--- src/common/ghmt_consts.vh ---
// constants for the holdover mode tracker
// assumes one 200 MHz core clock; included by the tracker and its bench
`ifndef GHMT_CONSTS_VH
`define GHMT_CONSTS_VH

// clock figures
`define GHMT_CLK_MHZ          200
`define GHMT_SEC_NS           1000000000
`define GHMT_CLK_NS           5
// one second in core cycles
`define GHMT_SEC_CYCLES       (`GHMT_SEC_NS / `GHMT_CLK_NS)
// last divider count of a second, sized for the second counter
`define GHMT_SEC_LAST         28'hbebc1ff

// mode codes, one-hot
`define GHMT_MODE_W           4
`define GHMT_MODE_PWRUP       4'h1
`define GHMT_MODE_LOCKED      4'h2
`define GHMT_MODE_RECOV       4'h4
`define GHMT_MODE_HOLD        4'h8

// holdover cause codes
`define GHMT_CAUSE_W          3
`define GHMT_CAUSE_NONE       3'h0
`define GHMT_CAUSE_REFINV     3'h1
`define GHMT_CAUSE_MANUAL     3'h2
`define GHMT_CAUSE_THRESH     3'h3
`define GHMT_CAUSE_HWFAULT    3'h4

// output summary codes
`define GHMT_SUM_W            2
`define GHMT_SUM_INVALID      2'h0
`define GHMT_SUM_REDUCED      2'h1
`define GHMT_SUM_VALID        2'h2

// grades
`define GHMT_GRADE_W          4
`define GHMT_TGRADE_MIN       4'h3
`define GHMT_TGRADE_MAX       4'h9
`define GHMT_FGRADE_STABLE    2'h0
`define GHMT_FGRADE_SETTLING  2'h1
`define GHMT_FGRADE_HOLD      2'h2
`define GHMT_FGRADE_NOUSE     2'h3

// widths
`define GHMT_PHASE_W          32
`define GHMT_DUR_W            32
`define GHMT_SECCNT_W         28

`endif

--- src/ghmt_tracker.v ---
// holdover mode tracker: mode sequencer, holdover cause, duration, grades
// assumes gps engine and loop inputs on core_clk; pps edges asynchronous
`timescale 1ns/1ps
`include "ghmt_consts.vh"

module ghmt_tracker (
  // clock and reset
  input  wire                       core_clk,
  input  wire                       reset,
  // gps engine status
  input  wire                       ref_pps_valid,
  input  wire                       sats_tracked,
  input  wire                       ref_pps_in,
  // oscillator loop
  input  wire                       own_pps_in,
  input  wire                       loop_locked,
  input  wire                       loop_stable,
  input  wire                       osc_freq_ok,
  input  wire                       meas_hw_error,
  input  wire [3:0]                 time_error_decade,
  // host commands and configuration
  input  wire                       hold_request,
  input  wire                       hold_exit,
  input  wire [`GHMT_PHASE_W-1:0]   holdover_limit,
  // status
  output reg  [`GHMT_MODE_W-1:0]    mode,
  output reg  [`GHMT_CAUSE_W-1:0]   hold_cause,
  output reg  [`GHMT_SUM_W-1:0]     output_summary,
  output reg  [`GHMT_GRADE_W-1:0]   time_accuracy_grade,
  output reg  [1:0]                 frequency_stability_grade,
  output reg  [`GHMT_DUR_W-1:0]     hold_seconds,
  output reg  [`GHMT_PHASE_W-1:0]   pulse_phase_offset,
  output reg                        offset_negative,
  output reg                        lock_led,
  output reg                        pps_usable,
  output reg                        freq_settling,
  output reg                        osc_steer_en
);

  localparam [3:0] ST_PWRUP  = `GHMT_MODE_PWRUP;
  localparam [3:0] ST_LOCKED = `GHMT_MODE_LOCKED;
  localparam [3:0] ST_RECOV  = `GHMT_MODE_RECOV;
  localparam [3:0] ST_HOLD   = `GHMT_MODE_HOLD;
  localparam [`GHMT_SECCNT_W-1:0] SEC_LAST =
    `GHMT_SEC_LAST;

  // three-stage synchronisers for the two pulse inputs
  reg  [2:0] ref_sync_q;
  reg  [2:0] own_sync_q;
  reg        ref_lvl_q;
  reg        own_lvl_q;
  wire       ref_lvl_d = (ref_sync_q[1] == ref_sync_q[2]) ?
                         ref_sync_q[2] : ref_lvl_q;
  wire       own_lvl_d = (own_sync_q[1] == own_sync_q[2]) ?
                         own_sync_q[2] : own_lvl_q;
  wire       ref_rise  = ref_lvl_d & ~ref_lvl_q;
  wire       own_rise  = own_lvl_d & ~own_lvl_q;

  always @(posedge core_clk)
  begin
    if (reset)
    begin
      ref_sync_q <= 3'h0;
      own_sync_q <= 3'h0;
      ref_lvl_q  <= 1'b0;
      own_lvl_q  <= 1'b0;
    end
    else
    begin
      ref_sync_q <= {ref_sync_q[1:0], ref_pps_in};
      own_sync_q <= {own_sync_q[1:0], own_pps_in};
      ref_lvl_q  <= ref_lvl_d;
      own_lvl_q  <= own_lvl_d;
    end
  end

  // phase measurement: count cycles between the two pulse edges
  reg                      meas_run_q;
  reg                      meas_ref_first_q;
  reg [`GHMT_PHASE_W-1:0]  meas_cnt_q;
  // an edge with no partner inside one second gives up on the pair
  wire [`GHMT_PHASE_W-1:0] meas_last =
    {{(`GHMT_PHASE_W-`GHMT_SECCNT_W){1'b0}}, SEC_LAST};

  always @(posedge core_clk)
  begin
    if (reset)
    begin
      meas_run_q         <= 1'b0;
      meas_ref_first_q   <= 1'b0;
      meas_cnt_q         <= {`GHMT_PHASE_W{1'b0}};
      pulse_phase_offset <= {`GHMT_PHASE_W{1'b0}};
      offset_negative    <= 1'b0;
    end
    else if (ref_rise && own_rise)
    begin
      meas_run_q         <= 1'b0;
      pulse_phase_offset <= {`GHMT_PHASE_W{1'b0}};
      offset_negative    <= 1'b0;
    end
    else if (!meas_run_q && (ref_rise || own_rise))
    begin
      meas_run_q       <= 1'b1;
      meas_ref_first_q <= ref_rise;
      meas_cnt_q       <= {{(`GHMT_PHASE_W-1){1'b0}}, 1'b1};
    end
    else if (meas_run_q)
    begin
      if ((meas_ref_first_q && own_rise) || (!meas_ref_first_q && ref_rise))
      begin
        meas_run_q         <= 1'b0;
        pulse_phase_offset <= meas_cnt_q;
        offset_negative    <= ~meas_ref_first_q;
      end
      else if (meas_cnt_q != meas_last)
        meas_cnt_q <= meas_cnt_q + 1'b1;
      else
        meas_run_q <= 1'b0;
    end
  end

  // threshold compare on the last measurement
  wire over_limit = (pulse_phase_offset > holdover_limit);

  // mode sequencer; a host request outranks every fault so that a manual
  // holdover is never recorded under another cause
  reg [3:0]               state_q;
  reg [3:0]               state_d;
  reg [`GHMT_CAUSE_W-1:0] cause_d;
  reg [`GHMT_CAUSE_W-1:0] cause_q;

  always @*
  begin
    state_d = state_q;
    cause_d = cause_q;
    case (state_q)
      ST_PWRUP:
      begin
        if (ref_pps_valid && sats_tracked && osc_freq_ok)
          state_d = ST_LOCKED;
      end
      ST_LOCKED:
      begin
        if (hold_request)
        begin
          state_d = ST_HOLD;
          cause_d = `GHMT_CAUSE_MANUAL;
        end
        else if (meas_hw_error)
        begin
          state_d = ST_HOLD;
          cause_d = `GHMT_CAUSE_HWFAULT;
        end
        else if (!ref_pps_valid)
        begin
          state_d = ST_HOLD;
          cause_d = `GHMT_CAUSE_REFINV;
        end
        else if (over_limit)
        begin
          state_d = ST_HOLD;
          cause_d = `GHMT_CAUSE_THRESH;
        end
      end
      ST_RECOV:
      begin
        if (hold_request)
        begin
          state_d = ST_HOLD;
          cause_d = `GHMT_CAUSE_MANUAL;
        end
        else if (meas_hw_error)
        begin
          state_d = ST_HOLD;
          cause_d = `GHMT_CAUSE_HWFAULT;
        end
        else if (!ref_pps_valid || !sats_tracked)
        begin
          state_d = ST_HOLD;
          cause_d = `GHMT_CAUSE_REFINV;
        end
        else if (loop_locked)
        begin
          state_d = ST_LOCKED;
          cause_d = `GHMT_CAUSE_NONE;
        end
      end
      ST_HOLD:
      begin
        if (cause_q == `GHMT_CAUSE_MANUAL)
        begin
          if (hold_exit)
            state_d = ST_RECOV;
        end
        else if (hold_request)
          cause_d = `GHMT_CAUSE_MANUAL;
        else if (ref_pps_valid && sats_tracked && !meas_hw_error)
          state_d = ST_RECOV;
      end
      default:
      begin
        state_d = ST_PWRUP;
        cause_d = `GHMT_CAUSE_NONE;
      end
    endcase
  end

  always @(posedge core_clk)
  begin
    if (reset)
    begin
      state_q <= ST_PWRUP;
      cause_q <= `GHMT_CAUSE_NONE;
    end
    else
    begin
      state_q <= state_d;
      cause_q <= cause_d;
    end
  end

  // holdover duration in seconds, kept through recovery
  reg [`GHMT_SECCNT_W-1:0] sec_div_q;
  wire in_hold_or_recov = (state_q == ST_HOLD) || (state_q == ST_RECOV);
  wire hold_entry = (state_d == ST_HOLD) && !in_hold_or_recov;

  always @(posedge core_clk)
  begin
    if (reset)
    begin
      sec_div_q    <= {`GHMT_SECCNT_W{1'b0}};
      hold_seconds <= {`GHMT_DUR_W{1'b0}};
    end
    else if (hold_entry)
    begin
      sec_div_q    <= {`GHMT_SECCNT_W{1'b0}};
      hold_seconds <= {`GHMT_DUR_W{1'b0}};
    end
    else if (in_hold_or_recov)
    begin
      if (sec_div_q == SEC_LAST)
      begin
        sec_div_q    <= {`GHMT_SECCNT_W{1'b0}};
        hold_seconds <= hold_seconds + 1'b1;
      end
      else
        sec_div_q <= sec_div_q + 1'b1;
    end
  end

  // time grade clamped into the allowed range
  function [`GHMT_GRADE_W-1:0] clamp_grade;
    input [3:0] dec;
    begin
      if (dec < `GHMT_TGRADE_MIN)
        clamp_grade = `GHMT_TGRADE_MIN;
      else if (dec > `GHMT_TGRADE_MAX)
        clamp_grade = `GHMT_TGRADE_MAX;
      else
        clamp_grade = dec;
    end
  endfunction

  // mode, cause and indicator flags follow the state one cycle later
  always @(posedge core_clk)
  begin
    if (reset)
    begin
      mode          <= `GHMT_MODE_PWRUP;
      hold_cause    <= `GHMT_CAUSE_NONE;
      lock_led      <= 1'b0;
      pps_usable    <= 1'b0;
      freq_settling <= 1'b0;
      osc_steer_en  <= 1'b0;
    end
    else
    begin
      mode          <= state_q;
      hold_cause    <= cause_q;
      lock_led      <= (state_q == ST_LOCKED);
      osc_steer_en  <= (state_q == ST_PWRUP);
      pps_usable    <= (state_q == ST_LOCKED);
      freq_settling <= (state_q == ST_LOCKED) && !loop_stable;
    end
  end

  // time grade: no error figure is trusted before the first lock
  always @(posedge core_clk)
  begin
    if (reset)
      time_accuracy_grade <= `GHMT_TGRADE_MAX;
    else if (state_q == ST_PWRUP)
      time_accuracy_grade <= `GHMT_TGRADE_MAX;
    else
      time_accuracy_grade <= clamp_grade(time_error_decade);
  end

  // output summary and frequency grade
  always @(posedge core_clk)
  begin
    if (reset)
    begin
      output_summary            <= `GHMT_SUM_INVALID;
      frequency_stability_grade <= `GHMT_FGRADE_NOUSE;
    end
    else
    begin
      if (state_q == ST_PWRUP)
        output_summary <= `GHMT_SUM_INVALID;
      else if (state_q == ST_LOCKED && loop_stable)
        output_summary <= `GHMT_SUM_VALID;
      else
        output_summary <= `GHMT_SUM_REDUCED;
      if (state_q == ST_LOCKED && loop_stable)
        frequency_stability_grade <= `GHMT_FGRADE_STABLE;
      else if (state_q == ST_LOCKED || state_q == ST_RECOV)
        frequency_stability_grade <= `GHMT_FGRADE_SETTLING;
      else if (state_q == ST_HOLD)
        frequency_stability_grade <= `GHMT_FGRADE_HOLD;
      else
        frequency_stability_grade <= `GHMT_FGRADE_NOUSE;
    end
  end

endmodule

--- config.mk ---
export PLATFORM = sky130hd
export DESIGN_NAME = ghmt_tracker
export DESIGN_NICKNAME = d
export VERILOG_FILES = /design/src/ghmt_tracker.v
export VERILOG_INCLUDE_DIRS = /design/src /design/src/common
export SDC_FILE = /design/constraint.sdc
export NUM_CORES = 1
export LEC_CHECK = 0
export ABC_AREA = 1
export BUFFER_PORTS_ARGS = -buffer_cell sky130_fd_sc_hd__clkbuf_2
export CORE_MARGIN = 2
export CORE_UTILIZATION = 35
export DETAILED_ROUTE_END_ITERATION = 8
export SYNTH_ARGS = -nofsm -noshare
export SYNTH_HDL_FRONTEND = slang
export SYNTH_SLANG_ARGS = --single-unit
--- constraint.sdc ---
create_clock -name core_clk -period 2.6 [get_ports core_clk]
set_input_delay 0.52 -clock core_clk [delete_from_list [all_inputs] [get_ports core_clk]]
set_output_delay 0.52 -clock core_clk [all_outputs]
set_load 0.1 [all_outputs]
# Word-level counts from Yosys, hierarchy flattened
# Index checks and enable logic that the tools add are counted.
totals:
  out_inout_bits: 84
  regBits: 160
classes:
  bitwise: 8
  n_lt_le_gt_ge: 3
  muxes: 42
  n_reduce_logical: 33
  eq_ne: 15
  addsub: 3
op_table:
  columns: ["cell", "n"]
  rows:
  - ["32-bit 2-to-1 mux", 4]
  - ["32-bit by 1-bit adder with 32-bit output, second input constant", 2]
  - ["4-bit 2-to-1 mux", 15]
  - ["32-bit > comparator", 1]
  - ["32-bit by 28-bit != test with 1-bit output, second input constant", 1]
  - ["3-bit 2-to-1 mux", 10]
  - ["28-bit by 1-bit adder with 28-bit output, second input constant", 1]
  - ["28-bit equality test, second input constant", 1]
  - ["28-bit 2-to-1 mux", 1]
  - ["4-bit case mux with 4 select lines", 1]
  - ["3-bit case mux with 4 select lines", 1]
  - ["1-bit logical AND", 10]
  - ["5-bit != test, second input constant", 2]
  - ["4-bit equality test, second input constant", 2]
  - ["1-bit zero test", 7]
  - ["1-bit 2-to-1 mux", 7]
  - ["2-bit 2-to-1 mux", 3]
  - ["2-bit != test, second input constant", 3]
  - ["1-bit inverter", 6]
  - ["2-bit OR reduction", 3]
  - ["1-bit logical OR", 5]
  - ["5-bit AND reduction", 1]
  - ["4-bit by 1-bit equality test with 1-bit output, second input constant", 1]
  - ["4-bit by 2-bit equality test with 1-bit output, second input constant", 1]
  - ["other kinds (11)", 15]

# Longest topological paths before layout
depth:
  word_depth: 9
  ltp_mapped: 19
  ltp_nobuf: 19

# Worst setup path before layout
# No wires, ideal clock.
synth_path:
  path_type: "reg2reg"
  from: "register pulse_phase_offset[7]"
  to: "register hold_seconds[16]"
  t_arrival_ns: 2.372
  required_ns: 2.530
  path_stages_with_launch: 15
  setup_time_ns: 0.070
  path_buffers: 1
  setup_slack_ns: 0.159
  cell_sequence: "dfxtp_1 -> ha_1 -> a21o_1 -> nor2_1 -> nand2_1 -> nand2_1 -> nand2_1 -> nand2_1 -> nand2_1 -> nand2_1 -> nand2_1 -> nand2_1 -> nand2_1 -> buf_2 -> a21oi_1"
synth_via:
  elab_chain_len: 9
synth_rtl:
  columns: ["item", "line", "source"]
  rows:
  - ["from (decl)", "ghmt_tracker.v:32", "output reg [`GHMT_PHASE_W-1:0] pulse_phase_offset,"]
  - ["from (signal assigned)", "ghmt_tracker.v:92", "pulse_phase_offset <= {`GHMT_PHASE_W{1'b0}};"]
  - ["from (signal assigned)", "ghmt_tracker.v:98", "pulse_phase_offset <= {`GHMT_PHASE_W{1'b0}};"]
  - ["from (signal assigned)", "ghmt_tracker.v:112", "pulse_phase_offset <= meas_cnt_q;"]
  - ["32-bit > comparator", "ghmt_tracker.v:123", "wire over_limit = (pulse_phase_offset > holdover_limit);"]
  - ["4-bit 2-to-1 mux", "ghmt_tracker.v:159", "else if (over_limit)"]
  - ["4-bit 2-to-1 mux", "ghmt_tracker.v:154", "else if (!ref_pps_valid)"]
  - ["4-bit 2-to-1 mux", "ghmt_tracker.v:149", "else if (meas_hw_error)"]
  - ["4-bit 2-to-1 mux", "ghmt_tracker.v:144", "if (hold_request)"]
  - ["4-bit case mux with 4 select lines", "ghmt_tracker.v:136", "case (state_q)"]
  - ["4-bit equality test", "ghmt_tracker.v:225", "wire hold_entry = (state_d == ST_HOLD) && !in_hold_or_recov;"]
  - ["1-bit logical AND", "ghmt_tracker.v:225", null]
  - ["2-bit OR reduction (no source line)", null, null]
  - ["to (signal assigned)", "ghmt_tracker.v:232", "hold_seconds <= {`GHMT_DUR_W{1'b0}};"]
  - ["to (signal assigned)", "ghmt_tracker.v:237", "hold_seconds <= {`GHMT_DUR_W{1'b0}};"]
  - ["to (signal assigned)", "ghmt_tracker.v:244", "hold_seconds <= hold_seconds + 1'b1;"]
  - ["to (decl)", "ghmt_tracker.v:31", "output reg [`GHMT_DUR_W-1:0] hold_seconds,"]
# Every way passes these cells.
# A chain may end at the register's enable or synchronous reset.

# Final worst setup path
layout_path:
  from: "register hold_seconds[0]"
  to: "register hold_seconds[24]"
layout_via:
  elab_chain_len: 1
layout_rtl:
  columns: ["item", "line"]
  rows:
  - ["32-bit by 1-bit adder with 32-bit output", "ghmt_tracker.v:244"]
# Every way passes these cells.

==> flow_summary.toml <==
[setup_path]
type_of_the_worst_setup_path = "flop to flop"
end_kind = "flop"
crit_arrival_ns = 2.60
critical_path_buf_inv_count = 1
cell_count_along_the_critical_path = 8
critPathRequiredTime_ns = 2.96
timing.critical_path.from_type = "flop"
delay_of_the_slowest_critical_path_stage_ns = 0.42
cp_top_family = "simple AND/OR/NAND/NOR gates"
worst_path_most_repeated_cell = "nand2_1"
crit_path_slowest_cell = "dfxtp_1"
worst-path-max-fanout = 5
timing.critical_path.cells = "ha_1 > inv_1 > nor3_1 > nand2_1 > nor4_1 > xor2_1 > nand2_1 > a21oi_1"
number_of_cells_on_the_worst_reg_to_reg_path = 8

[global_routing]
gr-total-overflow = 0
top_usage_layer = "met2"
grt_pass1_wl_mm = 38.8
vias_in_the_first_global_route = 8118
gr-usage-met1_pct = 24.2
use_met2_pct = 27.9
gr-usage-all-layers_pct = 17.7
grt_start_max_net_pins = 60
grt_antenna_before_repair = 0
grt_util_met3_pct = 3.38

[cts]
clock_latency_reported_for_the_late_side_of_the_worst_skew_pair_ns = 0.43
cts_resized = 0
clkSinkCount = 160
clock_tree.htree_level_count = 4
postCtsHoldBufs = 0
worst_setup_hold_path_clk_slew_ns = 0.07
cts-root-buf = "clkbuf_16"
cts_setup_buffers = 0
cts_tree = "yes"
cts_buffer_depth = 2
cts_made_buffers = 17

[final_layout]
final_net_count = 1511
diodes = 0
final_util_pct = 41.8
layout-area-overhead-vs-synth_pct = 17.8
drive_gt1_share_pct = 16.1
finalInstanceArea_um2 = 10500

[floorplan]
io-pin-count = 132
floorplan.initialDensity_pct = 35.5
core.rowCount = 58
chipWidth_um = 164
die-height_um = 164
fp.dieArea_um2 = 26800
core_area_um2 = 25100

[detailed_routing]
post_drt_via_cell_ratio = 4.84
route.detailed.wl_per_inst_um = 13.1
drt_pre_antenna_iters = 5
totalWireLength_mm = 23.2
drcViolationCount = 0
detailroute.via_count = 8580
detail_route.iter0.violations = 467
ant_nets = 0

[yosys]
post_synthesis_instance_area_um2 = 8910
synthFlopType = "dfxtp_1"
postSynthRegisterBits = 160
synth_sequential_area_ratio_pct = 35.9
synth_enable_flop_cells = 0
synth_cells = 1301
postSynth.asyncResetShare_pct = 0
synth.net_count = 1384
synth.yosys.warnings = 0
synth_cell_types = 42
syn-mean-instance-area_um2 = 6.85

[timing]
finalClockSkew_ns = 0.0131
final.period_utilization_pct = 86.3
slew-limit-headroom_pct = 53.8
timing.final.max_slew_violations = 0
fin_tns_setup_ns = 0
maxClockFrequency_ghz = 0.446
rsz0062_at_grt = "false"
hold_violations = 0
post_route_minimum_period_ns = 2.24
worstMarginPinSlew_ns = 0.688
count_of_endpoints_failing_setup_in_the_final_report = 0

[worst_hold_path]
worstHoldPathCells = 3
min_path_type = "input pin to flop"

[place]
buffers_added_on_ports = 131
detailedPlacementHpwl_mm = 17.7
final_gp_congestion = 0.922
place_area_um2 = 9940

[power_and_ir_drop]
power-per-cell-area_nw_per_um2 = 489
leakagePower_nw = 4.32
vdd_drop_max_uv = 370

[outcome]
outcome = "finished clean"

[flow_run]
cap_viol_max_count = 0
==> synthesized netlist by cell type, types with 2 or more instances <==
cell type	n	area (um^2)
nand2_1	306	1150
a21o_1	4	30.0
o21ai_1	3	15.0
buf_4	4	30.0
nor3b_1	2	15.0
nor3_2	5	50.1
buf_6	2	22.5
nor2_4	2	22.5
a21oi_2	11	96.3
xnor2_1	9	78.8
nor3_4	2	32.5
nand3_4	3	52.6
ha_1	35	438
nand4_1	50	313
nor2_2	4	25.0
xor2_1	35	307
a211oi_1	3	22.5
o21ai_0	53	265
clkbuf_1	19	71.3
dfxtp_1	160	3200
inv_2	2	7.51
or2_2	3	18.8
nand3_1	46	230
a31oi_1	5	31.3
nor3_1	67	335
a21oi_1	112	561
nor2_1	134	503
clkinv_1	2	7.51
nor4_1	15	93.8
buf_2	12	60.1
clkinv_2	2	10.0
inv_1	165	619
nand2_2	15	93.8
==> metal layers <==
| layer | vias up | routed length (um) |
|---|---|---|
| li1 | 4523 | - |
| met1 | 3828 | 11500 |
| met2 | 187 | 10100 |
| met3 | 42 | 1050 |
| met4 | 0 | 615 |
| met5 | - | 0 |
==> tightest hold or removal path, stage by stage <==
cell and delay [ns]:
clkbuf_2 0.08, inv_1 0.04, nor2_1 0.03
==> cell families (layout without fill, tap and decap cells) <==
family / Yosys count / count (layout) / synth area share, %
XOR/XNOR: 44 / 44 / 4.32
adder cells (fa/ha/maj): 35 / 35 / 4.91
buffers and inverters: 208 / 348 / 9.29
flip-flops: 160 / 160 / 35.9
AO/OA/AOI/OAI: 195 / 195 / 11.8
AND/OR/NAND/NOR: 659 / 659 / 33.7
==> cell usage in the layout, fill, tap and decap left out, drive strengths merged, types with 2 or more instances in the layout <==
cell    netlist  layout
nand3        50      50
inv         167     173
nor3b         2       2
or2           4       4
dfxtp       160     160
o21ai        57      57
nand2       322     322
clkinv        4      10
ha           35      35
a211oi        3       3
a21oi       123     123
clkbuf       19     149
buf          18      14
a31oi         5       5
xor2         35      35
nand4        50      50
a21o          4       4
nor2        140     140
xnor2         9       9
nor4         17      17
nor3         74      74
==> path summary, 6_finish.rpt <==
kind | from | slack (ns) | to
worst min register to register | ref_sync_q[0]$_SDFF_PP0_ | 0.40 | ref_sync_q[1]$_SDFF_PP0_
worst max register to register | hold_seconds[0]$_SDFFE_PP0P_ | 0.36 | hold_seconds[24]$_SDFFE_PP0P_
worst max-delay path | hold_seconds[0]$_SDFFE_PP0P_ | 0.36 | hold_seconds[24]$_SDFFE_PP0P_
worst min-delay path | own_pps_in | 0.28 | own_sync_q[0]$_SDFF_PP0_
==> sequential cells by signal (all words and copies together), names as in the netlist <==
register and cells:
pulse_phase_offset 32, own_sync_q 3, hold_cause 3, cause_q 3, ref_sync_q 3, hold_seconds 32, own_lvl_q 1, meas_ref_first_q 1
ref_lvl_q 1, freq_settling 1, sec_div_q 28, offset_negative 1, pps_usable 1, output_summary 2, frequency_stability_grade 2, state_q 4
mode 4, meas_cnt_q 32, time_accuracy_grade 4, osc_steer_en 1, meas_run_q 1
==> cell type report <==
cell class | count | area, um^2
sequential | 160 | 3200
inverter | 171 | 644
timing repair buffer | 145 | 786
tap | 330 | 413
fill | 2678 | 14600
clock buffer | 18 | 429
clock inverter | 14 | 130
multi-input combinational | 933 | 4890
==> per-stage QoR <==
step                      instances  worst slack, ns  total power, mW  hold slack [ns]
final                          1771            0.357             5.13            0.283
after floorplan                1301            0.159             2.70            0.388
after CTS                      1771            0.410             5.20            0.280
after global placement         1739            0.201             2.78            0.394
after global routing           1771            0.171             5.35            0.293
after detailed placement       1739            0.165             2.79            0.396
==> where the power goes <==
group,internal (mW),total [mW],switching (mW)
registers,2.47,2.48,0.00928
clock network,1.33,2.40,1.07
logic,0.0748,0.252,0.178
Power figures use the tool's default switching activity.
